--- config.mk ---
export PLATFORM = sky130hd
export DESIGN_NAME = hub_window_regs
export DESIGN_NICKNAME = d
export VERILOG_FILES = /design/src/hub_cfg_pkg.sv /design/src/hub_window_regs.sv /design/src/window_open_range.sv
export SDC_FILE = /design/constraint.sdc
export NUM_CORES = 1
export LEC_CHECK = 0
export BUFFER_PORTS_ARGS = -buffer_cell sky130_fd_sc_hd__buf_2
export CAP_MARGIN = 20
export CORE_AREA = 4 4 89 91
export DETAILED_ROUTE_END_ITERATION = 16
export DIE_AREA = 0 0 93 95
export GPL_TIMING_DRIVEN = 1
export PLACE_DENSITY = 0.77
export SLEW_MARGIN = 25
export SYNTH_ARGS = -nofsm -noshare
export SYNTH_HDL_FRONTEND = slang
export SYNTH_HIERARCHICAL = 1
export SYNTH_SLANG_ARGS = --single-unit
--- constraint.sdc ---
create_clock -name clk -period 2.12 [get_ports clk]
set_clock_uncertainty 0.2 [all_clocks]
set_input_delay 0.106 -clock clk [delete_from_list [all_inputs] [get_ports clk]]
set_output_delay 0.106 -clock clk [all_outputs]
set_load 0.01 [all_outputs]
--- src/hub_cfg_pkg.sv ---
// Constants shared by the hub window base and function visibility registers.
// Assumes configuration offsets are byte offsets of aligned dwords.
package hub_cfg_pkg;

  // ==========================================================================
  // Configuration offsets
  localparam logic [7:0]  CFG_OFF_BASE_LO = 8'h48;
  localparam logic [7:0]  CFG_OFF_BASE_HI = 8'h4C;
  localparam logic [7:0]  CFG_OFF_VIS     = 8'h54;

  // ==========================================================================
  // Window base layout
  localparam int          BASE_LSB        = 14;
  localparam int          BASE_MSB        = 35;
  localparam int          BASE_W          = BASE_MSB - BASE_LSB + 1;
  localparam int          BASE_LO_W       = 32 - BASE_LSB;
  localparam int          BASE_HI_W       = BASE_W - BASE_LO_W;
  localparam int          WIN_EN_BIT      = 0;
  localparam logic [63:0] BASE_RESET      = 64'h0000_0000_0000_0000;

  // ==========================================================================
  // Visibility register layout
  localparam int          VIS_HOST_BIT    = 0;
  localparam int          VIS_RP_BIT      = 1;
  localparam int          VIS_F0_BIT      = 6;
  localparam int          VIS_F1_BIT      = 7;
  localparam int          VIS_F2_BIT      = 8;
  localparam int          VIS_F3_BIT      = 9;
  localparam int          VIS_P2_BIT      = 13;
  localparam logic [31:0] VIS_RESET       = 32'h0000_23DB;
  localparam logic [31:0] VIS_CONST_MASK  = 32'h0000_003D;

  // ==========================================================================
  // Capability fuse bits
  localparam int          FUSE_NO_ENGINE  = 57;
  localparam int          FUSE_NO_F23     = 56;

  // ==========================================================================
  // Window ranges that stay open under lock
  localparam logic [13:0] OPEN0_LO        = 14'h02B8;
  localparam logic [13:0] OPEN0_HI        = 14'h02BF;
  localparam logic [13:0] OPEN1_LO        = 14'h06B8;
  localparam logic [13:0] OPEN1_HI        = 14'h06BF;
  localparam logic [13:0] OPEN2_LO        = 14'h0CD0;
  localparam logic [13:0] OPEN2_HI        = 14'h0CFF;
  localparam logic [13:0] OPEN3_LO        = 14'h3000;
  localparam logic [13:0] OPEN3_HI        = 14'h3FFF;

endpackage

--- src/hub_window_regs.sv ---
// Hub register window base and function visibility registers of the host
// bridge, reached by configuration dword accesses, plus the window decode.
// Assumes lock and fuse inputs come from logic on the same clock.
`timescale 1ns/1ps
`default_nettype none

module hub_window_regs #(
  parameter bit DUAL_PORT_VARIANT = 1'b1
) (
  input  wire logic        clk,
  input  wire logic        rst_b,
  input  wire logic        cfg_req,
  input  wire logic        cfg_we,
  input  wire logic [7:0]  cfg_addr,
  input  wire logic [3:0]  cfg_be,
  input  wire logic [31:0] cfg_wdata,
  output logic      [31:0] cfg_rdata,
  output logic             cfg_ack,
  input  wire logic        mem_req,
  input  wire logic [35:0] mem_addr,
  output logic             mem_claim,
  output logic             mem_block,
  input  wire logic        trusted_mode,
  input  wire logic        engine_security_lock,
  input  wire logic [63:0] capability_fuses,
  output logic             root_port_visible,
  output logic             second_root_port_visible,
  output logic             engine_func0_visible,
  output logic             engine_func1_visible,
  output logic             engine_func2_visible,
  output logic             engine_func3_visible
);

  // ==========================================================================
  // Elaboration check
  if (DUAL_PORT_VARIANT !== 1'b0 && DUAL_PORT_VARIANT !== 1'b1) begin : g_chk
    $error("DUAL_PORT_VARIANT must be 0 or 1");
  end

  // ==========================================================================
  // State
  typedef struct packed {
    logic [hub_cfg_pkg::BASE_W-1:0] hub_window_base;
    logic                           hub_window_enable;
    logic                           second_root_port_enable;
    logic                           engine_func3_enable;
    logic                           engine_func2_enable;
    logic                           engine_func1_enable;
    logic                           engine_func0_enable;
    logic                           root_port_enable;
    logic [31:0]                    rdata;
    logic                           ack;
    logic                           claim;
    logic                           block;
    logic                           vis_rp;
    logic                           vis_p2;
    logic                           vis_f0;
    logic                           vis_f1;
    logic                           vis_f2;
    logic                           vis_f3;
  } state_t;

  state_t st_r;
  state_t st_nxt;

  logic        open_hit;
  logic [31:0] base_lo_cur;
  logic [31:0] base_hi_cur;
  logic [31:0] vis_cur;
  logic [31:0] wmask;
  logic [31:0] lo_new;
  logic [31:0] hi_new;
  logic [31:0] vis_new;
  logic        win_hit;
  logic        locked;
  logic        f0_eff;

  function automatic logic [31:0] be_to_mask(input logic [3:0] be);
    logic [31:0] m;
    m = 32'h0000_0000;
    for (int i = 0; i < 4; i++) begin
      m[i*8 +: 8] = {8{be[i]}};
    end
    return m;
  endfunction

  // ==========================================================================
  // Open range lookup
  window_open_range u_open (
    .offset   (mem_addr[13:0]),
    .open_hit (open_hit)
  );

  // ==========================================================================
  // Next state
  always_comb begin
    st_nxt      = st_r;
    base_lo_cur = {st_r.hub_window_base[hub_cfg_pkg::BASE_LO_W-1:0],
                   {(hub_cfg_pkg::BASE_LSB-1){1'b0}},
                   st_r.hub_window_enable};
    base_hi_cur = {{(32-hub_cfg_pkg::BASE_HI_W){1'b0}},
                   st_r.hub_window_base[hub_cfg_pkg::BASE_W-1:
                                        hub_cfg_pkg::BASE_LO_W]};
    vis_cur     = hub_cfg_pkg::VIS_CONST_MASK & hub_cfg_pkg::VIS_RESET;
    vis_cur[hub_cfg_pkg::VIS_RP_BIT] = st_r.root_port_enable;
    vis_cur[hub_cfg_pkg::VIS_F0_BIT] = st_r.engine_func0_enable;
    vis_cur[hub_cfg_pkg::VIS_F1_BIT] = st_r.engine_func1_enable;
    vis_cur[hub_cfg_pkg::VIS_F2_BIT] = st_r.engine_func2_enable;
    vis_cur[hub_cfg_pkg::VIS_F3_BIT] = st_r.engine_func3_enable;
    vis_cur[hub_cfg_pkg::VIS_P2_BIT] = st_r.second_root_port_enable &
                                       DUAL_PORT_VARIANT;
    wmask       = be_to_mask(cfg_be);
    lo_new      = (base_lo_cur & ~wmask) | (cfg_wdata & wmask);
    hi_new      = (base_hi_cur & ~wmask) | (cfg_wdata & wmask);
    vis_new     = (vis_cur & ~wmask) | (cfg_wdata & wmask);

    st_nxt.ack   = cfg_req;
    st_nxt.rdata = 32'h0000_0000;
    if (cfg_req && !cfg_we) begin
      case (cfg_addr)
        hub_cfg_pkg::CFG_OFF_BASE_LO: st_nxt.rdata = base_lo_cur;
        hub_cfg_pkg::CFG_OFF_BASE_HI: st_nxt.rdata = base_hi_cur;
        hub_cfg_pkg::CFG_OFF_VIS:     st_nxt.rdata = vis_cur;
        default:                      st_nxt.rdata = 32'h0000_0000;
      endcase
    end

    // Trusted mode freezes every writable bit; the engine lock does not.
    if (cfg_req && cfg_we && !trusted_mode) begin
      case (cfg_addr)
        hub_cfg_pkg::CFG_OFF_BASE_LO: begin
          st_nxt.hub_window_base[hub_cfg_pkg::BASE_LO_W-1:0] =
            lo_new[31:hub_cfg_pkg::BASE_LSB];
          st_nxt.hub_window_enable = lo_new[hub_cfg_pkg::WIN_EN_BIT];
        end
        hub_cfg_pkg::CFG_OFF_BASE_HI: begin
          st_nxt.hub_window_base[hub_cfg_pkg::BASE_W-1:
                                 hub_cfg_pkg::BASE_LO_W] =
            hi_new[hub_cfg_pkg::BASE_HI_W-1:0];
        end
        hub_cfg_pkg::CFG_OFF_VIS: begin
          st_nxt.root_port_enable    = vis_new[hub_cfg_pkg::VIS_RP_BIT];
          st_nxt.engine_func0_enable = vis_new[hub_cfg_pkg::VIS_F0_BIT];
          st_nxt.engine_func1_enable = vis_new[hub_cfg_pkg::VIS_F1_BIT];
          st_nxt.engine_func2_enable = vis_new[hub_cfg_pkg::VIS_F2_BIT];
          st_nxt.engine_func3_enable = vis_new[hub_cfg_pkg::VIS_F3_BIT];
          if (DUAL_PORT_VARIANT) begin
            st_nxt.second_root_port_enable =
              vis_new[hub_cfg_pkg::VIS_P2_BIT];
          end
        end
        default: begin
        end
      endcase
    end

    // The window decodes registers only; no data is stored for a claim.
    win_hit = st_r.hub_window_enable &&
              (mem_addr[hub_cfg_pkg::BASE_MSB:hub_cfg_pkg::BASE_LSB] ==
               st_r.hub_window_base);
    locked  = trusted_mode || engine_security_lock;
    st_nxt.claim = mem_req && win_hit && (!locked || open_hit);
    st_nxt.block = mem_req && win_hit && locked && !open_hit;

    f0_eff = st_r.engine_func0_enable &&
             !capability_fuses[hub_cfg_pkg::FUSE_NO_ENGINE];
    st_nxt.vis_rp = st_r.root_port_enable;
    st_nxt.vis_p2 = st_r.second_root_port_enable && DUAL_PORT_VARIANT;
    st_nxt.vis_f0 = f0_eff;
    st_nxt.vis_f1 = st_r.engine_func1_enable && f0_eff;
    st_nxt.vis_f2 = st_r.engine_func2_enable && f0_eff &&
                    !capability_fuses[hub_cfg_pkg::FUSE_NO_F23];
    st_nxt.vis_f3 = st_r.engine_func3_enable && f0_eff &&
                    !capability_fuses[hub_cfg_pkg::FUSE_NO_F23];
  end

  // ==========================================================================
  // Registers
  always_ff @(posedge clk) begin
    if (!rst_b) begin
      st_r                         <= '0;
      st_r.root_port_enable        <=
        hub_cfg_pkg::VIS_RESET[hub_cfg_pkg::VIS_RP_BIT];
      st_r.engine_func0_enable     <=
        hub_cfg_pkg::VIS_RESET[hub_cfg_pkg::VIS_F0_BIT];
      st_r.engine_func1_enable     <=
        hub_cfg_pkg::VIS_RESET[hub_cfg_pkg::VIS_F1_BIT];
      st_r.engine_func2_enable     <=
        hub_cfg_pkg::VIS_RESET[hub_cfg_pkg::VIS_F2_BIT];
      st_r.engine_func3_enable     <=
        hub_cfg_pkg::VIS_RESET[hub_cfg_pkg::VIS_F3_BIT];
      st_r.second_root_port_enable <=
        hub_cfg_pkg::VIS_RESET[hub_cfg_pkg::VIS_P2_BIT];
    end else begin
      st_r <= st_nxt;
    end
  end

  assign cfg_rdata                = st_r.rdata;
  assign cfg_ack                  = st_r.ack;
  assign mem_claim                = st_r.claim;
  assign mem_block                = st_r.block;
  assign root_port_visible        = st_r.vis_rp;
  assign second_root_port_visible = st_r.vis_p2;
  assign engine_func0_visible     = st_r.vis_f0;
  assign engine_func1_visible     = st_r.vis_f1;
  assign engine_func2_visible     = st_r.vis_f2;
  assign engine_func3_visible     = st_r.vis_f3;
endmodule

`default_nettype wire

--- src/window_open_range.sv ---
// Decides whether a window offset falls in a range left open under lock.
// Assumes a 14-bit offset inside the 16 KB window; purely combinational.
`timescale 1ns/1ps
`default_nettype none

module window_open_range (
  input  wire logic [13:0] offset,
  output logic             open_hit
);

  // ==========================================================================
  // Range compare
  always_comb begin
    open_hit = ((offset >= hub_cfg_pkg::OPEN0_LO) &&
                (offset <= hub_cfg_pkg::OPEN0_HI)) ||
               ((offset >= hub_cfg_pkg::OPEN1_LO) &&
                (offset <= hub_cfg_pkg::OPEN1_HI)) ||
               ((offset >= hub_cfg_pkg::OPEN2_LO) &&
                (offset <= hub_cfg_pkg::OPEN2_HI)) ||
               ((offset >= hub_cfg_pkg::OPEN3_LO) &&
                (offset <= hub_cfg_pkg::OPEN3_HI));
  end

endmodule

`default_nettype wire

**Word-level counts from Yosys, hierarchy flattened**

Index checks and enable logic that the tools add are counted.
Widths: inputs -> output; s select.

- Bits in registers: 70
- Bits in latches: 0
- Bits in writable memories: 0
- Memory bits (read-only): 0
- Input port bits: 151
- Output and inout port bits: 41
- Logic and storage cells: 73
- Memories: 0

- Add/subtract/negate cells: 0
- $mul: 0
- Div/mod/pow operators: 0
- Order comparisons: 8
- Equal/unequal tests: 4
- Shift-type cells: 0
- Multiplexer cells: 1
- Bitwise gates (word level): 8
- Reduce and logical (&&, ||, !) cells: 33

Operator list:

| kind | number |
|---|---|
| $pmux 32 s3 | 1 |
| $and 32x32->32 | 2 |
| $not 32->32 | 1 |
| $or 32x32->32 | 1 |
| $eq 8x7->1 const B | 3 |
| $eq 22x22->1 | 1 |
| $logic_and 1x1->1 | 18 |
| $and 14x14->14 | 1 |
| $ge 14x10->1 const B | 1 |
| $ge 14x11->1 const B | 1 |
| $ge 14x12->1 const B | 1 |
| $ge 14x14->1 const B | 1 |
| $le 14x10->1 const B | 1 |
| $le 14x11->1 const B | 1 |
| $le 14x12->1 const B | 1 |
| $le 14x14->1 const B | 1 |
| $or 14x14->14 | 1 |
| $reduce_and 2->1 | 4 |
| $logic_not 1->1 | 6 |
| $logic_or 1x1->1 | 5 |
| $and 4x4->4 | 1 |
| $or 4x4->4 | 1 |

**Logic depth before layout (Yosys ltp)**

- Word-level depth: 7
- Depth in mapped cells: 6
- Mapped depth without buffers: 6

**Cells and area by module**

The synthesis kept the hierarchy.

By module, submodules not included:

| module | instances | cells each | area an instance (µm²) | sequential area each (µm²) |
|---|---|---|---|---|
| hub_window_regs | 1 | 260 | 2755.1 | 1321.3 |
| window_open_range | 1 | 8 | 72.6 | 0.0 |

**Worst setup path before layout**

OpenSTA, ideal clock, no wires.

- Path kind: register to register
- Start: reg with a tool-made name
- End: reg st_r, in the netlist mem_block
- Setup time: 0.088 ns
- Data arrival time: 1.273 ns
- Required time: 1.832 ns
- Setup slack: 0.559 ns
- Cell stages (with the launch flop): 5
- Buffers on the path: 0
- Clock period less this slack: 1.561 ns
- Cell sequence: dfxtp_1 > xnor2_1 > nand4_1 > or4_1 > nor4_2

RTL lines:

| item | RTL line | RTL |
|---|---|---|
| end signal: assignment | hub_window_regs.sv:195 | `st_r <= st_nxt;` |
| end: declaration | hub_window_regs.sv:63 | `state_t st_r;` |

==> impl_metrics.toml <==
[run_status]
status = "finished, final reports clean"

[global_route]
first_global_vias = 2445
grt_max_degree = 23
antenna_found_initial = 0
grt_pass1_wl_mm = 11.7
grt.total_usage = 0.177
grt-ovfl-total = 0

[clock_network]
cts_root_buf = "clkbuf_8"
cts.sinks = 66
cts_buffer_depth = 2
clock_latency_ps = 350
cts_buffers = 9
path_clk_slew_ps = 70
cts_tree = "built"
htreeDepth = 3

[detailed_routing]
vias = 2344
wl_per_cell_um = 14.7
routed_wl_mm = 7.67
first_pass_iters = 4
viasPerCell = 4.48
drtIter0Drc = 56
postRouteAntennaNets = 0
post-route-drc-count = 0

[run]
cap_violations = 0

[worst_hold_path]
hp-start = "mem_addr[23]"
hold_depth = 5
whs_endpoint = "mem_claim"
hp-class = "in2reg"

[critical_path]
startpoint_type = "input port"
worstPathCellList = "dlygate4sd3_1 -> buf_2 -> and3b_2 -> nand4_2 -> buf_8 -> mux2i_1 -> nor2b_1 -> dlygate4sd3_1"
worstPathMaxFanout = 6
path_class = "in2reg"
crit_slowest_cell = "dlygate4sd3_1"
end_kind = "flip-flop"
critPathRequiredTime_ps = 2160
r2r-end = "mem_block"
crit_path_max_incr_delay_ps = 550
crit_path_start = "cfg_req"
crit_buf_inv = 4
path_delay_family = "buffers and inverters"
reg2reg_depth = 4
worstPathArrival_ps = 2100
cpMostUsedCell = "dlygate4sd3_1"
rrSetupSlack_ps = 360

[power]
power.density_mw_per_mm2 = 644
p_sw_mw = 0.560
p_sw_frac = 0.214
power_frac_seq = 0.476
cell_internal_pwr_mw = 2.06
leakage_nw = 2.09
combPwrFrac = 0.090
clkPwrFrac = 0.434
vdd_drop_max_mv = 0.349

[finish]
nFillCells = 649
area_delta_synth_final_pct = 43.8
antennaDiodeCount = 0
design_area_mm2 = 0.00407
drive_gt1_frac = 0.370
nNetsFinal = 570

[sta]
max_freq_mhz = 485
hold_violations = 0
period_minus_slack_ps = 2060
setup_viol = 0
fin_crit_sh = 0.972
slew_viol_final = 0
setup_ws_ps = 60.0

[synthesis]
syn_area_mm2 = 0.00283
ys_ff_latch = 66
ys_async_sr_fraction = 0
synthCells = 268
seq_area_frac_synth = 0.467
synth.avg_cell_area_um2 = 10.6
yosysWarnings = 6
synth-edff-count = 0
synth_flop_cell = "dfxtp_1"
ys_types = 38

[floorplanning]
die-width_um = 93
rows = 31
start_util = 0.396
core_area_mm2 = 0.00714
die-area_mm2 = 0.00884
fp.dieH_um = 95
io_pins = 192

[place]
place_hpwl_mm = 5.32
dpl-instance-area_mm2 = 0.00332
numPortBuffers = 117
place_ws_ps = 366
gp_congestion = 0.781
-- power groups by stage --
| stage | clock (mW) | combinational, mW | sequential (mW) |
|---|---|---|---|
| 2_1_floorplan | 0 | 0.0660 | 1.28 |
| 3_5_place_dp | 0 | 0.174 | 1.28 |
| 6_report | 1.14 | 0.236 | 1.25 |
| 3_3_place_gp | 0 | 0.170 | 1.28 |
| 4_1_cts | 1.16 | 0.230 | 1.25 |
| 5_1_grt | 1.22 | 0.255 | 1.25 |
-- worst max-delay path by stage --
stage | end | cells past startpoint
6_report | flip-flop | 8
5_1_grt | flip-flop | 8
4_1_cts | flip-flop | 8
3_5_place_dp | mem_block | 4
3_3_place_gp | mem_block | 4
2_1_floorplan | mem_block | 4
-- through the flow --
stage | TNS [ps] | hold slack, ps | util | power [mW] | instances
after floorplan | 0 | -17.9 | - | 1.35 | 271
after global placement | 0 | 84.0 | 0.465 | 1.45 | 454
after detailed placement | 0 | 90.5 | 0.465 | 1.45 | 454
after CTS | 0 | 20.1 | 0.557 | 2.64 | 514
after global routing | -4.44 | 51.5 | 0.570 | 2.72 | 523
final | 0 | 40.5 | 0.570 | 2.62 | 523
-- per-layer routing --
metal  routed length [µm]  GRT usage  vias up
met2                 3880      0.317       83
met5                    0          0        -
met4                  170     0.0818        0
met1                 3130      0.196     1077
met3                  490     0.0478       15
li1                     -          -     1169
-- repair_timing --
action                                  4_1_cts  5_1_grt
setup buffers                                 0        9
endpoints found under the hold margin        42        0
resized for setup                             0        7
hold buffers                                 44        0
endpoints found under the setup margin        0        5
-- worst min-delay path, stage by stage --
cell	delay, ps
buf_2	90
xnor2_1	50
nand4_1	70
or4_1	160
nor3_1	60
-- final cells by class --
| class | count | area [µm²] | share of cell area |
|---|---|---|---|
| flip-flops and latches | 66 | 1320 | 0.325 |
| multi-input cells | 165 | 1240 | 0.305 |
| repair buffers | 176 | 1160 | 0.285 |
| clock buffers | 15 | 186 | 0.0458 |
| well taps | 99 | 124 | 0.0305 |
| clock inverters | 1 | 30.0 | 0.00738 |
| inverters | 1 | 3.75 | 0.000923 |
-- cell usage in the layout, fill, tap and decap left out, types with 2 or more instances in the layout --
cell           synthesis  final
clkbuf_1               5      2
and3b_1                3      2
conb_1                 1      4
nor2b_1               21     21
nor4_1                 3      3
buf_4                 34     12
dlygate4sd3_1          0     44
buf_2                  0    116
nand4_2                2      2
buf_8                  0      2
xor2_1                17     17
dfxtp_1               66     66
nor3b_1                3      3
xnor2_1                5      5
nor2_1                 4      4
clkbuf_8               0     13
nor4b_4                2      2
o21ai_0                4      4
and2_1                27     27
mux2i_1               25     25
nand3_1                5      5
nand2_1               12     12
nor3_1                 2      2
and4b_1                2      2
nand4_1                8      8
-- cell usage after synthesis (2+ instances only) --
master    count  area share
nor2b_1      21       0.046
nor2_1        4      0.0053
dfxtp_1      66        0.47
and2_1       27       0.060
xnor2_1       5       0.015
nand4_1       8       0.018
xor2_1       17       0.053
clkbuf_1      5      0.0066
nand2_1      12       0.016
nor3b_1       3      0.0080
mux2i_1      25       0.088
and4b_1       2      0.0071
buf_4        34       0.090
nand3_1       5      0.0088
o21ai_0       4      0.0071
nand4_2       2      0.0088
nor4_1        3      0.0066
and3b_1       3      0.0093
nor4b_4       2       0.017
nor3_1        2      0.0035
-- cells by family after synthesis --
logic type,share of synthesized area
other,0.00133
xor gates and xnor gates,0.0681
DFF,0.467
muxes,0.0885
and+or+nand+nor,0.256
buffers and inverters,0.0982
AOI/OAI and AO/OA,0.0204
Note: power is estimated with default switching activity, not from simulation.
